**src/cwc_pkg.sv**
```systemverilog
// Purpose: constants for the 8-bit waveform timer
// Assumes: plain register port, 3-bit register index
// Notes:   offsets are register indices
package cwc_pkg;
  localparam logic [2:0] ADDR_CTRL_A  = 3'h0;
  localparam logic [2:0] ADDR_CTRL_B  = 3'h1;
  localparam logic [2:0] ADDR_COUNT   = 3'h2;
  localparam logic [2:0] ADDR_CMP_A   = 3'h3;
  localparam logic [2:0] ADDR_CMP_B   = 3'h4;
  localparam logic [2:0] ADDR_FLAGS   = 3'h5;
  localparam logic [2:0] ADDR_DIR     = 3'h6;
  localparam int COM_A_POS = 6;
  localparam int COM_B_POS = 4;
  localparam int FOC_A_POS = 7;
  localparam int FOC_B_POS = 6;
  localparam int WGM_HI_POS = 3;
  localparam int FLG_TOV_POS = 0;
  localparam int FLG_A_POS = 1;
  localparam int FLG_B_POS = 2;
  localparam logic [7:0] CTRL_A_MASK = 8'hf3;
  localparam logic [7:0] CTRL_B_MASK = 8'h0f;
  localparam logic [7:0] VAL_MAX    = 8'hff;
  localparam logic [7:0] VAL_BOTTOM = 8'h00;
  localparam logic [7:0] RESET_BYTE = 8'h00;
  localparam logic [9:0] DIV_8    = 10'h007;
  localparam logic [9:0] DIV_64   = 10'h03f;
  localparam logic [9:0] DIV_256  = 10'h0ff;
  localparam logic [9:0] DIV_1024 = 10'h3ff;
endpackage

```
**src/cwc_timer.sv**
```systemverilog
// Purpose: 8-bit timer/counter with two compare channels and waveforms
// Assumes: one clock clk_sys, sync active-high reset, ext pin async
// Notes:   flag register cleared by writing one; service strobes clear too
// Overview of operation
// RQ1 - nonzero B output mode takes the pin; driver enabled by direction bit
// RQ2 - non-PWM B modes: off, toggle, clear, set on match
// RQ3 - fast PWM B: 01 reserved, 10 clear match set bottom, 11 inverse
// RQ4 - phase PWM B: 10 clear up-match set down-match, 11 inverse
// RQ5 - PWM with compare equal TOP and upper bit: act at TOP instead
// RQ6 - reserved control bits read zero; software writes zeros
// RQ7 - 3-bit waveform mode split over both control registers; 4,6 reserved
// RQ8 - modes 0,1,3 TOP is 0xff; modes 2,5,7 TOP is compare A
// RQ9 - compare writes immediate non-PWM, at TOP phase, at BOTTOM fast
// RQ10 - overflow flag at MAX modes 0,2,3; BOTTOM 1,5; TOP mode 7
// RQ11 - force strobe applies channel action in non-PWM modes, reads zero
// RQ12 - force strobe sets no flag and never clears the counter
// RQ13 - software writes zero force bits in PWM modes
// RQ14 - clock select: stop, div 1, 8, 64, 256, 1024
// RQ15 - select 110 counts falling, 111 rising external pin edges
// RQ16 - external pin counts even when configured as output
// RQ17 - counter readable, writable; write blocks next compare match
// RQ18 - compare registers matched with counter each timer tick
// RQ19 - flags set by events, cleared by service or writing one
// RQ20 - counter synchronous to system clock; tick is an enable
// RQ21 - reset clears outputs, stops counter, zeroes control fields
`timescale 1ns/1ps
module cwc_timer (
  input  wire logic       clk_sys,
  input  wire logic       rst,
  input  wire logic [2:0] reg_addr,
  input  wire logic [7:0] reg_wdata,
  input  wire logic       reg_wr,
  input  wire logic       reg_rd,
  output logic      [7:0] reg_rdata,
  input  wire logic       ext_count_pin,
  input  wire logic       svc_ovf,
  input  wire logic       svc_match_a,
  input  wire logic       svc_match_b,
  output logic            chan_a_wave_out,
  output logic            chan_a_wave_oe,
  output logic            chan_b_wave_out,
  output logic            chan_b_wave_oe,
  output logic            overflow_flag,
  output logic            match_a_flag,
  output logic            match_b_flag
);
  typedef struct packed {
    logic [7:0] ctrl_a;
    logic [7:0] ctrl_b;
    logic [7:0] cnt;
    logic [7:0] cmp_a;
    logic [7:0] cmp_b;
    logic [7:0] cmp_a_buf;
    logic [7:0] cmp_b_buf;
    logic [1:0] dir;
    logic       down;
    logic       blk;
    logic       oc_a;
    logic       oc_b;
    logic       tov;
    logic       ocf_a;
    logic       ocf_b;
    logic [9:0] pre;
    logic [2:0] pin_s;
    logic       pin_lv;
    logic [7:0] rdata;
    logic       oe_a;
    logic       oe_b;
  } cwc_state_s;

  cwc_state_s s_q;
  cwc_state_s s_d;

  logic [2:0] mode;
  logic [1:0] com_a;
  logic [1:0] com_b;
  logic [2:0] csel;
  logic       fast;
  logic       phase;
  logic       pwm;
  logic [7:0] top;
  logic       tick;
  logic       ext_rise;
  logic       ext_fall;
  logic       m_a;
  logic       m_b;
  logic       at_top;
  logic       at_bot;
  logic       wr_cnt;
  logic       foc_a;
  logic       foc_b;

  // applies one channel's action to its latch
  function automatic logic wave_next(input logic cur, input logic [1:0] com,
                                     input logic fastm, input logic phasem,
                                     input logic match, input logic dn,
                                     input logic bot, input logic tp,
                                     input logic cmp_top);
    logic r;
    r = cur;
    if (!fastm && !phasem) begin
      if (match) begin
        case (com)
          2'h1:    r = ~cur; // RQ2
          2'h2:    r = 1'b0; // RQ2
          2'h3:    r = 1'b1; // RQ2
          default: r = cur;
        endcase
      end
    end else if (com[1]) begin
      if (cmp_top) begin
        if (tp)
          r = fastm ? com[0] : (com[0] ^ dn); // RQ5
      end else if (fastm) begin
        if (match)
          r = com[0]; // RQ3
        else if (bot)
          r = ~com[0]; // RQ3
      end else if (match) begin
        r = dn ? ~com[0] : com[0]; // RQ4
      end
    end
    return r;
  endfunction

  always_comb begin
    mode  = {s_q.ctrl_b[cwc_pkg::WGM_HI_POS], s_q.ctrl_a[1:0]}; // RQ7
    com_a = s_q.ctrl_a[cwc_pkg::COM_A_POS +: 2];
    com_b = s_q.ctrl_a[cwc_pkg::COM_B_POS +: 2];
    csel  = s_q.ctrl_b[2:0];
    fast  = (mode == 3'h3) || (mode == 3'h7);
    phase = (mode == 3'h1) || (mode == 3'h5);
    pwm   = fast || phase;
    top   = (mode == 3'h2 || mode == 3'h5 || mode == 3'h7) ?
            s_q.cmp_a : cwc_pkg::VAL_MAX; // RQ8
    // edge counts once second and third stage agree
    ext_rise = s_q.pin_s[2] && s_q.pin_s[1] && !s_q.pin_lv;
    ext_fall = !s_q.pin_s[2] && !s_q.pin_s[1] && s_q.pin_lv;
    case (csel) // RQ14
      3'h1:    tick = 1'b1;
      3'h2:    tick = (s_q.pre[2:0] == cwc_pkg::DIV_8[2:0]);
      3'h3:    tick = (s_q.pre[5:0] == cwc_pkg::DIV_64[5:0]);
      3'h4:    tick = (s_q.pre[7:0] == cwc_pkg::DIV_256[7:0]);
      3'h5:    tick = (s_q.pre == cwc_pkg::DIV_1024);
      3'h6:    tick = ext_fall; // RQ15 RQ16
      3'h7:    tick = ext_rise; // RQ15 RQ16
      default: tick = 1'b0;
    endcase
    wr_cnt = reg_wr && (reg_addr == cwc_pkg::ADDR_COUNT);
    m_a = tick && !s_q.blk && (s_q.cnt == s_q.cmp_a); // RQ17 RQ18
    m_b = tick && !s_q.blk && (s_q.cnt == s_q.cmp_b); // RQ18
    at_top = tick && (s_q.cnt == top);
    at_bot = tick && (s_q.cnt == cwc_pkg::VAL_BOTTOM);
    foc_a = reg_wr && (reg_addr == cwc_pkg::ADDR_CTRL_B) && !pwm &&
            reg_wdata[cwc_pkg::FOC_A_POS]; // RQ11
    foc_b = reg_wr && (reg_addr == cwc_pkg::ADDR_CTRL_B) && !pwm &&
            reg_wdata[cwc_pkg::FOC_B_POS]; // RQ11

    s_d = s_q;
    s_d.pin_s = {s_q.pin_s[1:0], ext_count_pin};
    if (s_q.pin_s[2] == s_q.pin_s[1])
      s_d.pin_lv = s_q.pin_s[2];
    s_d.pre = (csel == 3'h0) ? 10'h000 : s_q.pre + 10'h001;
    if (tick)
      s_d.blk = 1'b0;

    // counting sequence, enable only
    if (tick) begin // RQ20
      if (phase) begin
        if (!s_q.down && s_q.cnt >= top) begin
          s_d.down = 1'b1;
          s_d.cnt  = s_q.cnt - 8'h01;
        end else if (s_q.down && s_q.cnt == cwc_pkg::VAL_BOTTOM) begin
          s_d.down = 1'b0;
          s_d.cnt  = s_q.cnt + 8'h01;
        end else begin
          s_d.cnt = s_q.down ? s_q.cnt - 8'h01 : s_q.cnt + 8'h01;
        end
      end else begin
        s_d.down = 1'b0;
        // force strobe is not a match here
        if (s_q.cnt == top) // RQ12
          s_d.cnt = cwc_pkg::VAL_BOTTOM;
        else
          s_d.cnt = s_q.cnt + 8'h01;
      end
    end

    // compare buffer update
    if (!pwm) begin // RQ9
      s_d.cmp_a = s_q.cmp_a_buf;
      s_d.cmp_b = s_q.cmp_b_buf;
    end else if ((phase && at_top) ||
                 (fast && s_d.cnt == cwc_pkg::VAL_BOTTOM && tick)) begin
      s_d.cmp_a = s_q.cmp_a_buf; // RQ9
      s_d.cmp_b = s_q.cmp_b_buf; // RQ9
    end

    // waveform latches
    s_d.oc_a = wave_next(s_q.oc_a, com_a, fast, phase, m_a || foc_a,
                         s_q.down, at_bot, at_top, s_q.cmp_a == top);
    s_d.oc_b = wave_next(s_q.oc_b, com_b, fast, phase, m_b || foc_b,
                         s_q.down, at_bot, at_top, s_q.cmp_b == top);
    s_d.oe_a = (com_a != 2'h0) && s_q.dir[0];
    s_d.oe_b = (com_b != 2'h0) && s_q.dir[1]; // RQ1

    // flags: set wins over clear
    if (reg_wr && reg_addr == cwc_pkg::ADDR_FLAGS) begin // RQ19
      if (reg_wdata[cwc_pkg::FLG_TOV_POS])
        s_d.tov = 1'b0;
      if (reg_wdata[cwc_pkg::FLG_A_POS])
        s_d.ocf_a = 1'b0;
      if (reg_wdata[cwc_pkg::FLG_B_POS])
        s_d.ocf_b = 1'b0;
    end
    if (svc_ovf)
      s_d.tov = 1'b0;
    if (svc_match_a)
      s_d.ocf_a = 1'b0;
    if (svc_match_b)
      s_d.ocf_b = 1'b0;
    if (m_a)
      s_d.ocf_a = 1'b1; // RQ19
    if (m_b)
      s_d.ocf_b = 1'b1; // RQ19
    if ((phase && at_bot) || (mode == 3'h7 && at_top) ||
        (!phase && mode != 3'h7 && tick && s_q.cnt == cwc_pkg::VAL_MAX))
      s_d.tov = 1'b1; // RQ10

    // register writes
    if (reg_wr) begin
      case (reg_addr)
        cwc_pkg::ADDR_CTRL_A: s_d.ctrl_a = reg_wdata & cwc_pkg::CTRL_A_MASK;
        cwc_pkg::ADDR_CTRL_B: s_d.ctrl_b = reg_wdata & cwc_pkg::CTRL_B_MASK;
        cwc_pkg::ADDR_COUNT: begin
          s_d.cnt = reg_wdata; // RQ17
          s_d.blk = 1'b1; // RQ17
        end
        cwc_pkg::ADDR_CMP_A: s_d.cmp_a_buf = reg_wdata;
        cwc_pkg::ADDR_CMP_B: s_d.cmp_b_buf = reg_wdata;
        cwc_pkg::ADDR_DIR:   s_d.dir = reg_wdata[1:0];
        default: ;
      endcase
    end

    // read port, reserved bits zero
    s_d.rdata = cwc_pkg::RESET_BYTE;
    if (reg_rd) begin
      case (reg_addr)
        cwc_pkg::ADDR_CTRL_A: s_d.rdata = s_q.ctrl_a; // RQ6
        cwc_pkg::ADDR_CTRL_B: s_d.rdata = s_q.ctrl_b; // RQ6 RQ11
        cwc_pkg::ADDR_COUNT:  s_d.rdata = s_q.cnt;
        cwc_pkg::ADDR_CMP_A:  s_d.rdata = s_q.cmp_a_buf;
        cwc_pkg::ADDR_CMP_B:  s_d.rdata = s_q.cmp_b_buf;
        cwc_pkg::ADDR_FLAGS:  s_d.rdata = {5'h00, s_q.ocf_b, s_q.ocf_a, s_q.tov};
        cwc_pkg::ADDR_DIR:    s_d.rdata = {6'h00, s_q.dir};
        default:              s_d.rdata = cwc_pkg::RESET_BYTE;
      endcase
    end
  end

  always_ff @(posedge clk_sys) begin
    if (rst)
      s_q <= '0; // RQ21
    else
      s_q <= s_d;
  end

  always_comb begin
    reg_rdata       = s_q.rdata;
    chan_a_wave_out = s_q.oc_a;
    chan_b_wave_out = s_q.oc_b;
    chan_a_wave_oe  = s_q.oe_a;
    chan_b_wave_oe  = s_q.oe_b;
    overflow_flag   = s_q.tov;
    match_a_flag    = s_q.ocf_a;
    match_b_flag    = s_q.ocf_b;
  end
endmodule

```
**config.mk**
```make
export PLATFORM = sky130hd
export DESIGN_NAME = cwc_timer
export DESIGN_NICKNAME = d
export VERILOG_FILES = /design/src/cwc_pkg.sv /design/src/cwc_timer.sv
export SDC_FILE = /design/constraint.sdc
export NUM_CORES = 1
export LEC_CHECK = 0
export BUFFER_PORTS_ARGS = -buffer_cell sky130_fd_sc_hd__buf_2
export CAP_MARGIN = 20
export CORE_MARGIN = 2
export CORE_UTILIZATION = 30
export CTS_CLUSTER_DIAMETER = 200
export CTS_CLUSTER_SIZE = 10
export DETAILED_ROUTE_END_ITERATION = 6
export PLACE_DENSITY_LB_ADDON = 0.1
export SLEW_MARGIN = 30
export SYNTH_ARGS = -nofsm -noshare
export SYNTH_HDL_FRONTEND = slang
export SYNTH_SLANG_ARGS = --single-unit
```
**constraint.sdc**
```tcl
create_clock -name clk_sys -period 6 [get_ports clk_sys]
set_input_delay 0 -clock clk_sys [delete_from_list [all_inputs] [get_ports clk_sys]]
set_output_delay 0 -clock clk_sys [all_outputs]
set_load 0.01 [all_outputs]
```
# Word level (Yosys, flattened, before mapping)
# Cells that the tools add are included.
# word_totals
register_bits,83
inputBits,19
out_inout_bits,15
elab_cells,205
# op_classes
n_addsub,3
magnitude_cmp,1
n_eq_ne,44
muxes,53
n_bitwise,7
reduce_logical,76
# ops
cell,count
$mux W8,9
$pmux W8 S7,1
$eq A8 B8 Y1,5
$mux W1,37
$mux W16,2
$eq A3 B3 Y1 const B,10
$reduce_bool A3 Y1,10
$logic_and A1 B1 Y1,27
$eq A3 B2 Y1 const B,6
$reduce_and A2 Y1,9
$eq A8 B8 Y1 const B,2
$logic_not A8 Y1,2
$reduce_and A6 Y1,2
$add A10 B1 Y10 const B,1
$eq A10 B10 Y1 const B,1
$logic_or A1 B1 Y1,10
$eq A3 B1 Y1 const B,3
$add A8 B1 Y8 const B,1
$eq A2 B2 Y1 const B,4
$ge A8 B8 Y1,1
$logic_not A1 Y1,8
$ne A4 B1 Y1 const B,2
$reduce_bool A2 Y1,4
$sub A8 B1 Y8 const B,1
other kinds (15),26

# Depth between registers and ports, before layout
# Gate-level depths: netlist of the first run.
# depth
word_depth,15
mapped_depth,16

# Worst setup path before layout of the first run
# Ideal clock, no wire load.
# synth_timing
path_type,flip-flop to flip-flop
startpoint,register s_q (netlist bit mode[2])
endpoint,register s_q[49] in the netlist's numbering
arrival_time_ps,4012
required_ps,5883
setup_slack_ps,1871
stages_incl_launch_ff,17
path_buffers,3
cell_sequence,dfxtp_1 -> or3b_1 -> buf_2 -> and2_1 -> buf_6 -> or2_2 -> ha_1 -> nand2b_1 -> a2111o_1 -> a211o_1 -> nand3_2 -> mux2i_1 -> mux2i_1 -> nand4_1 -> o31a_1 -> buf_6 -> a22o_1
# synth_via
elab_chain_cells,14
word_cells_on_any_way,26
classes_between,order compare (1); eq/ne (7); mux (6); reduce/logical (12)
# synth_lines
item,line_no,source
"start, declared",cwc_timer.sv:71,cwc_state_s s_q;
"start signal, assigned",cwc_timer.sv:264,s_q <= '0;
"start signal, assigned",cwc_timer.sv:266,s_q <= s_d;
$eq A3 B2 Y1 / $eq A3 B3 Y1 (equally long branches),"cwc_timer.sv:134, cwc_timer.sv:132",
$logic_or A1 B1 Y1 (2 in series),cwc_timer.sv:134,top = (mode == 3'h2 || mode == 3'h5 || mode == 3'h7) ?
$mux W8,cwc_timer.sv:134,
$ge A8 B8 Y1,cwc_timer.sv:170,if (!s_q.down && s_q.cnt >= top) begin
$logic_and A1 B1 Y1,cwc_timer.sv:170,
$mux W8,cwc_timer.sv:170,
$mux W8,cwc_timer.sv:169,if (phase) begin
$mux W8,cwc_timer.sv:168,if (tick) begin
$logic_not A8 Y1,cwc_timer.sv:194,(fast && s_d.cnt == cwc_pkg::VAL_BOTTOM && tick)) begin
$logic_and A1 B1 Y1 (2 in series),cwc_timer.sv:194,
$logic_or A1 B1 Y1,cwc_timer.sv:193,end else if ((phase && at_top) ||
$ne A2 B1 Y1 (no line),n/a,
# Parallel ways exist; a longest one is shown, timed or not.
# A chain may end at the register's enable or synchronous reset.

# Worst setup path after layout of the first run
# layout_timing
startpoint,register s_q (netlist bit mode[1])
endpoint,register s_q[61] in the netlist's numbering
# The elaborated chain is that of the path after synthesis.

==> impl_metrics.py, run 1 <==
metrics = {
    "route": {
        "drt-pass1-iter-count": 4,
        "vias": 4242,
        "totalWireLength_mm": 15.1,
        "drtIter0Drc": 212,
        "drc": 0,
        "wl_per_cell_um": 18.8,
        "drtAntennaViolNets": 0,
        "via_per_inst": 5.26,
    },
    "logic_synthesis": {
        "synth-seq-cells": 83,
        "yosysMostFrequentCell": "dfxtp_1",
        "synth_warnings": 0,
        "synth_area_leaders": "dfxtp_1 34%, mux2i_1 6.2%, nor2_1 6.2%",
        "ys_seq_area_share_pct": 34.2,
        "synth_nets": 605,
        "netlist_instances": 572,
        "synthTopCellsByCount": "83 x dfxtp_1, 80 x nor2_1, 48 x nand2_1",
        "ys_types": 72,
        "synth-main-ff-cell": "dfxtp_1",
        "netlist.area_leader.share_pct": 34.2,
        "synth_async_sr_flop_share_pct": 0,
        "synth.largest_area_cell": "dfxtp_1",
        "mappedNetlistArea_um2": 4860,
        "synth_area_per_cell_um2": 8.49,
        "synth_edf_count": 0,
    },
    "timing": {
        "finClkSkew_ps": 10.4,
        "worstMarginPinSlew_ps": 887,
        "fin_crit_ps": 4960,
        "max_freq_ghz": 0.202,
        "maxSlewHeadroom_pct": 40.7,
        "finalSetupViolCount": 0,
        "drv_slew": 0,
        "setup-tns-final_ps": 0,
        "finalHoldViolations": 0,
        "fin_crit_sh_pct": 82.6,
        "grt_setup_unrepaired": "no",
    },
    "setup_path": {
        "cpPeakStageDelay_ps": 750,
        "path_cells": "or3b_1, and2_1, or2_2, ha_1, nand2b_1, a2111o_1, a211o_1, nand3_2, mux2i_1, mux2i_1, nand4_1, o41ai_4, a22o_1",
        "crit_type": "register to register",
        "cp_max_fo": 16,
        "cp.arrival_ps": 5250,
        "path_delay_family": "compound AO/OA/AOI/OAI gates",
        "crit_required_ps": 6290,
        "start_kind": "register",
        "cpMostUsedCell": "mux2i_1",
        "cp-end-kind": "register",
        "crit_buf_inv": 0,
        "cp_slowest_cell": "o41ai_4",
    },
    "place": {
        "dp_hpwl_mm": 10.9,
        "place_area_um2": 5090,
        "port_buffers": 33,
        "gp_congestion": 0.862,
    },
    "die": {
        "dieArea_um2": 17200,
        "coreArea_um2": 15900,
        "fp.dieH_um": 131,
        "rows": 46,
        "initial_core_util_pct": 30.6,
        "io_pins": 34,
        "die_w_um": 131,
    },
    "power_and_ir_drop": {
        "irDropWorstVdd_uv": 190,
        "p_leak_nw": 2.02,
        "power_density_nw_per_um2": 241,
    },
    "clock_tree": {
        "cts_inserted_buffers": 9,
        "h-tree-depth": 3,
        "clk_pin_slew_ps": 70,
        "insertion_delay_ps": 350,
        "clockRootBuffer": "clkbuf_16",
        "cts_resized": 0,
        "cts.path.max_buffers": 2,
        "cts.sinks": 83,
        "cts_tree": "done",
        "post_cts_buffers": 0,
    },
    "grt": {
        "groute.usage.overall_pct": 17.5,
        "grt_max_degree": 55,
        "grtUsageMet2_pct": 27.1,
        "overflow": 0,
        "grtUsageMet1_pct": 25.0,
        "grt_pass1_wl_mm": 23.3,
        "antenna_found_initial": 0,
        "met3_usage_pct": 3.13,
        "top_usage_layer": "met2",
        "grt_pass1_vias": 3878,
    },
    "layout": {
        "fin_nets": 618,
        "final_cell_area_um2": 5530,
        "syn_to_final_growth_pct": 13.8,
        "fillers": 1717,
        "layout-drive-gt1-share_pct": 14.1,
        "diodes": 0,
    },
    "worst_hold_path": {
        "min_path_type": "input pin to register",
    },
    "run_status": {
        "outcome": "finished clean",
    },
    "job": {
        "maxCapViolations": 0,
    },
}
[metrics by stage]
stage | power (mW) | cells | hold WS, ps | utilization (%) | setup WS, ps
2_1_floorplan | 0.670 | 572 | 128 | - | 1870
3_5_place_dp | 0.710 | 779 | 216 | 32.0 | 1150
3_3_place_gp | 0.711 | 779 | 225 | 32.0 | 1260
4_1_cts | 1.35 | 806 | 33.9 | 34.8 | 1130
5_1_grt | 1.39 | 806 | 127 | 34.8 | 827
6_report | 1.33 | 806 | 49.4 | 34.8 | 1040
[worst paths after layout]
check / from / slack (ps) / cells past startpoint / endpoint
max: mode[1] / 1040 / 13 / s_q[61]
min: svc_ovf / 50 / 5 / overflow_flag
max reg2reg: mode[1] / 1040 / 13 / s_q[61]
min reg2reg: s_d[12] / 450 / 1 / s_d[13]
[final cells by class]
type | count | area [µm²] | area share (%)
Tap cell | 216 | 270 | 4.89
Clock buffer | 9 | 225 | 4.07
Clock inverter | 7 | 105 | 1.90
Sequential cell | 83 | 1660 | 30.0
Inverter | 16 | 60.1 | 1.09
Multi-Input combinational cell | 428 | 2910 | 52.6
Timing Repair Buffer | 47 | 298 | 5.38
[cells in the final DEF, fill, tap and decap left out, types with 13 or more instances in the layout]
cell,instances
dfxtp_1,83
nand2_1,48
a21oi_1,31
o21ai_0,13
inv_1,16
buf_2,33
mux2i_1,30
a22o_1,16
nor2_1,79
ha_1,14
nand4_1,13
xnor2_1,19
[report_power, final]
| part | internal (mW) | total, mW | switching [mW] |
|---|---|---|---|
| clock | 0.372 | 0.630 | 0.258 |
| combinational | 0.0504 | 0.120 | 0.0695 |
| sequential | 0.561 | 0.584 | 0.0229 |
[worst min-delay path, cell delays in order]
cell and delay, ps:
buf_2 70, nand2b_1 80, a21oi_1 40, a21oi_1 110, nor2_1 50
[sequential cells by signal, indices dropped and copies added, names as in the netlist]
register and count:
csel 3, match_b_flag 1, mode 3, match_a_flag 1, chan_a_wave_out 1, com_a 2, overflow_flag 1, s_q 56
s_d 2, reg_rdata 8, chan_b_wave_out 1, chan_b_wave_oe 1, chan_a_wave_oe 1, com_b 2
[repair_timing]
item,CTS,global route
setup endpoints to repair,0,0
hold endpoints to repair,16,0
hold buffers,11,0
[layer usage]
metal | vias to the layer above | wire length, µm
met2 | 106 | 6790
met1 | 2032 | 7500
met3 | 10 | 679
met4 | 0 | 161
met5 | - | 0
li1 | 2094 | -
[logic make-up after synthesis]
| logic type | count (synthesis) | synth area share [%] |
|---|---|---|
| compound gates | 132 | 20.2 |
| buf+inv | 61 | 6.05 |
| flops | 83 | 34.2 |
| fa+ha+maj | 14 | 3.61 |
| mux | 40 | 8.96 |
| simple gates | 212 | 21.6 |
| xor+xnor | 30 | 5.41 |
No activity file was read; power rests on OpenSTA's default activity.
==> run 2: changes to the inputs <==
- clock period: 6 -> 4.3 ns (I/O delays scaled with it)
==> run 2 against run 1 <==
Clock skew shrank 4.4 ps. Critical path type unchanged. Total power grew 40%. Sequential cell count is the same. Global-route usage grew 0.42 points. Combinational power grew 60%. Non-clock buffer count grew 15. Largest cell class unchanged. Via count grew 1.2%. Clock power grew 39%. Setup slack lost 870 ps.
==> impl_metrics.py, run 2 (synthesized netlist as in run 1, its figures left out) <==
metrics = {
    "die": {
        "io_pins": 34,
        "die_w_um": 131,
        "dieArea_um2": 17200,
        "fp.dieH_um": 131,
        "initial_core_util_pct": 30.6,
        "rows": 46,
        "coreArea_um2": 15900,
    },
    "layout": {
        "syn_to_final_growth_pct": 16.3,
        "diodes": 0,
        "largest_reg_flops": 56,
        "fin_nets": 633,
        "layout_common_cells": "83 x dfxtp_1, 79 x nor2_1, 48 x nand2_1",
        "final_cell_area_um2": 5650,
        "layout-drive-gt1-share_pct": 16.2,
        "top_register": "s_q",
        "layout.cells.most_common": "dfxtp_1",
        "fillers": 1713,
    },
    "place": {
        "gp_congestion": 0.921,
        "place_area_um2": 5200,
        "dp_hpwl_mm": 11.1,
        "port_buffers": 33,
    },
    "grt": {
        "antenna_found_initial": 0,
        "overflow": 0,
        "grt_pass1_vias": 4050,
        "grt_max_degree": 30,
        "grt_pass1_wl_mm": 23.7,
        "groute.usage.overall_pct": 17.9,
    },
    "clock_tree": {
        "post_cts_buffers": 0,
        "cts_tree": "done",
        "clockRootBuffer": "clkbuf_16",
        "clk_pin_slew_ps": 70,
        "insertion_delay_ps": 350,
        "cts.path.max_buffers": 2,
        "cts_inserted_buffers": 9,
        "h-tree-depth": 3,
        "cts.sinks": 83,
    },
    "route": {
        "drtAntennaViolNets": 0,
        "drc": 0,
        "via_per_inst": 5.23,
        "totalWireLength_mm": 15.2,
        "drtIter0Drc": 245,
        "wl_per_cell_um": 18.5,
        "drt-pass1-iter-count": 5,
        "vias": 4291,
    },
    "worst_hold_path": {
        "worstHoldStart": "svc_ovf",
        "min_path_type": "input pin to register",
        "hold_end": "overflow_flag",
        "hold_path_depth": 5,
    },
    "timing": {
        "finClkSkew_ps": 6.03,
        "maxSlewHeadroom_pct": 54.7,
        "max_freq_ghz": 0.242,
        "finalSetupViolCount": 0,
        "finalHoldViolations": 0,
        "fin_crit_sh_pct": 96.0,
        "worstMarginPinSlew_ps": 678,
        "setup-tns-final_ps": 0,
        "drv_slew": 0,
        "grt_setup_unrepaired": "no",
        "fin_crit_ps": 4130,
    },
    "setup_path": {
        "cp-end-kind": "register",
        "cp_slowest_cell": "a2111o_1",
        "crit_buf_inv": 1,
        "crit_type": "register to register",
        "start_kind": "register",
        "cp_max_fo": 16,
        "cpPeakStageDelay_ps": 480,
        "cpMostUsedCell": "mux2i_1",
        "r2r-end": "s_q[50]",
        "cp.arrival_ps": 4370,
        "ff2ff_path_depth": 14,
        "reg2reg_from": "mode[2]",
        "reg2reg_setup_slack_ps": 170,
        "crit_required_ps": 4540,
        "path_cells": "or3b_1, and2_1, or2_2, ha_1, nand2b_1, a2111o_1, a211o_1, nand3_2, mux2i_1, mux2i_1, nand4_1, o31a_1, buf_4, a22o_1",
        "path_delay_family": "compound AO/OA/AOI/OAI gates",
    },
    "run_status": {
        "outcome": "finished clean",
    },
    "power_and_ir_drop": {
        "irDropWorstVdd_uv": 230,
        "power_density_nw_per_um2": 331,
        "p_leak_nw": 2.10,
    },
    "job": {
        "maxCapViolations": 0,
    },
}
## run 2: cell types whose count changed in the layout (fill, tap and decap cells not counted), sizes merged
cell	before	now
clkbuf	9	10
inv	20	18
clkinv	0	1
buf	36	51
## run 2: power breakdown
part	total (mW)	internal (mW)	switching, mW
logic	0.192	0.0785	0.113
registers	0.801	0.783	0.0180
clock network	0.877	0.532	0.345
total	1.87	1.39	0.476
## run 2: layout make-up
cell class / instances / area, µm² / area share (%)
Multi-Input combinational cell: 428 / 2910 / 51.5
Clock buffer: 10 / 239 / 4.23
Inverter: 16 / 60.1 / 1.06
Timing Repair Buffer: 62 / 410 / 7.27
Tap cell: 216 / 270 / 4.79
Sequential cell: 83 / 1660 / 29.4
Clock inverter: 6 / 96.3 / 1.71
## run 2: timing repair
action / in CTS / in global routing
endpoints found under the hold margin: 16 / 0
gates resized for setup: 0 / 0
hold buffers: 11 / 0
## run 2: per-layer routing
metal | track usage [%] | vias to the layer above | share of wire [%]
met1 | 25.3 | 2037 | 50
li1 | - | 2108 | -
met5 | 0 | - | 0
met2 | 27.2 | 116 | 44
met4 | 8.09 | 0 | 2.8
met3 | 2.24 | 30 | 3.8
## run 2: worst register-to-register path: cells and delay by family, from the launching register on
family | cells | cell delay [ps]
DFF | 1 | 300
AOI/OAI and AO/OA | 4 | 1390
adders and majority gates | 1 | 290
and+or+nand+nor | 6 | 1340
buffers and inverters | 1 | 200
muxes | 2 | 490
## run 2: metrics by stage
step	hold WS (ps)	std cells	utilization [%]	total power [mW]	setup WS, ps
3_5_place_dp	216	794	32.7	1.00	222
6_report	52.8	821	35.6	1.87	170
4_1_cts	43.1	821	35.5	1.89	202
3_3_place_gp	219	794	32.7	1.00	278
5_1_grt	90.8	821	35.6	1.94	7.34
2_1_floorplan	128	572	-	0.934	171
## run 2: how the worst max path moves through the flow
stage / from / endpoint / slack, ps / cells after the start
6_report: mode[2] / s_q[50] / 170 / 14
4_1_cts: mode[2] / s_q[50] / 200 / 14
3_3_place_gp: mode[2] / s_q[53] / 280 / 14
3_5_place_dp: mode[2] / s_q[50] / 220 / 14
2_1_floorplan: mode[2] / s_q[49] / 170 / 16
5_1_grt: mode[1] / s_q[52] / 7 / 14
==> run 3: changes to the inputs <==
- PLACE_DENSITY: default -> 0.54
- PLACE_DENSITY_LB_ADDON: 0.1 -> default
==> run 3 against run 2 <==
Global-route usage shrank 0.93 points. Critical endpoint is now s_q[49]. Sequential share of layout area down 0.095 points. Critical path depth up 1. Die area stayed put. Maximum frequency is 0.23% higher. Cell area up 0.40%. Sequential cell count stayed put. Worst hold slack lost 31 ps. Largest power group is now registers. Sequential power hardly changed.
==> impl_metrics.py, run 3 (synthesized netlist as in run 1, its figures left out) <==
metrics = {
    "power_and_ir_drop": {
        "power_density_nw_per_um2": 315,
        "finalPower_mw": 1.79,
        "p_leak_nw": 2.10,
        "irDropWorstVdd_uv": 180,
    },
    "timing": {
        "setup-tns-final_ps": 0,
        "drv_slew": 0,
        "max_freq_ghz": 0.243,
        "finalHoldViolations": 0,
        "grt_setup_unrepaired": "no",
        "fin_crit_sh_pct": 95.8,
        "finalSetupViolCount": 0,
        "fin_crit_ps": 4120,
        "finClkSkew_ps": 5.52,
        "worstMarginPinSlew_ps": 743,
        "maxSlewHeadroom_pct": 50.3,
        "worst_slack_ps": 179,
    },
    "setup_path": {
        "path_cells": "or3b_4, and2_1, or2_2, ha_4, nand2b_1, a2111o_1, a211o_1, nand3_4, mux2i_2, mux2i_1, nand4_1, buf_4, o41ai_4, buf_6, a22o_1",
        "reg2reg_setup_slack_ps": 180,
        "cp_max_fo": 8,
        "cpPeakStageDelay_ps": 420,
        "cp_slowest_cell": "o41ai_4",
        "ff2ff_path_depth": 15,
        "crit_required_ps": 4580,
        "r2r-end": "s_q[49]",
        "cp-end-kind": "register",
        "start_kind": "register",
        "cp.arrival_ps": 4400,
        "crit_type": "register to register",
        "reg2reg_from": "mode[2]",
    },
    "route": {
        "via_per_inst": 5.39,
        "wl_per_cell_um": 17.9,
        "drt-pass1-iter-count": 5,
        "highest_layer": "met4",
        "wl_met2_mm": 6.69,
        "wirelength_met1_mm": 7.05,
        "drtIter0Drc": 421,
        "met3_length_um": 810,
        "totalWireLength_mm": 14.8,
        "drc": 0,
        "vias": 4444,
        "drtAntennaViolNets": 0,
    },
    "clock_tree": {
        "h-tree-depth": 3,
        "cts.sinks": 83,
        "cts_tree": "done",
        "clockRootBuffer": "clkbuf_16",
        "cts_inserted_buffers": 9,
        "insertion_delay_ps": 340,
        "clk_pin_slew_ps": 70,
        "cts.path.max_buffers": 2,
    },
    "worst_hold_path": {
        "hold_end": "s_q[41]",
        "hold_path_depth": 3,
        "min_path_type": "input pin to register",
        "worstHoldStart": "reg_wdata[0]",
    },
    "grt": {
        "groute.usage.overall_pct": 17.0,
        "overflow": 0,
        "grt_pass1_wl_mm": 23.2,
        "grt_max_degree": 33,
        "grt_pass1_vias": 4154,
        "antenna_found_initial": 0,
    },
    "layout": {
        "top_register": "s_q",
        "fillers": 1694,
        "layout_common_cells": "82 x dfxtp_1, 79 x nor2_1, 48 x nand2_1",
        "syn_to_final_growth_pct": 16.7,
        "layout.cells.most_common": "dfxtp_1",
        "diodes": 0,
        "largest_reg_flops": 56,
        "instances_no_fill": 824,
        "layout-drive-gt1-share_pct": 17.6,
        "fin_nets": 636,
        "final_util_pct": 35.7,
    },
    "die": {
        "coreArea_um2": 15900,
        "io_pins": 34,
        "initial_core_util_pct": 30.6,
        "fp.dieH_um": 131,
        "die_w_um": 131,
        "rows": 46,
        "dieArea_um2": 17200,
    },
    "place": {
        "post-place-ws_ps": 169,
        "port_buffers": 33,
        "dp_hpwl_mm": 10.7,
        "place_inst": 791,
        "gp_congestion": 0.967,
    },
    "run_status": {
        "outcome": "finished clean",
    },
    "job": {
        "maxCapViolations": 0,
    },
}
run 3: per-stage QoR:
stage / instance area [µm²] / hold WS [ps]
after floorplan: 4860 / 128
after global placement: 5170 / 220
after detailed placement: 5180 / 215
after CTS: 5570 / 18.0
after global routing: 5670 / 28.6
final: 5670 / 22.0
run 3: where the power goes:
group / leakage [nW] / switching, mW / internal (mW)
Clock: 0.149 / 0.339 / 0.459
Combinational: 1.28 / 0.112 / 0.0769
Sequential: 0.672 / 0.0188 / 0.783
run 3: layer usage:
| metal | global-route usage, % | vias up |
|---|---|---|
| met1 | 24.0 | 2166 |
| li1 | - | 2121 |
| met2 | 26.6 | 141 |
| met5 | 0 | - |
| met4 | 4.71 | 0 |
| met3 | 2.78 | 16 |
run 3: worst max path at each step:
stage,start,to,slack (ps),depth (start not counted)
final,mode[2],s_q[49],180,15
after global placement,mode[2],s_q[56],270,14
after detailed placement,mode[2],s_q[49],170,14
after CTS,mode[2],s_q[49],150,14
after global routing,mode[2],s_q[63],20,15
after floorplan,mode[2],s_q[49],170,16
run 3: timing repair:
item	in CTS	in global routing
gates resized for setup	0	10
hold buffers	9	0
setup buffers	0	7
setup endpoints to repair	0	16
hold endpoints to repair	14	0
run 3: layout make-up:
type	count	area [µm²]	share of cell area, %
multi-input cells	428	2940	51.8
flip-flops and latches	83	1660	29.3
well taps	216	270	4.77
inverters	16	60.1	1.06
clock buffers	9	225	3.97
clock inverters	7	80.1	1.41
repair buffers	65	435	7.68
run 3: critical path: cells and delay by family, from the launching register on:
kind	cells	cell delay (ps)
AOI/OAI and AO/OA	4	1350
adders and majority gates	1	220
buffers and inverters	2	360
DFF	1	350
muxes	2	510
and+or+nand+nor	6	1270
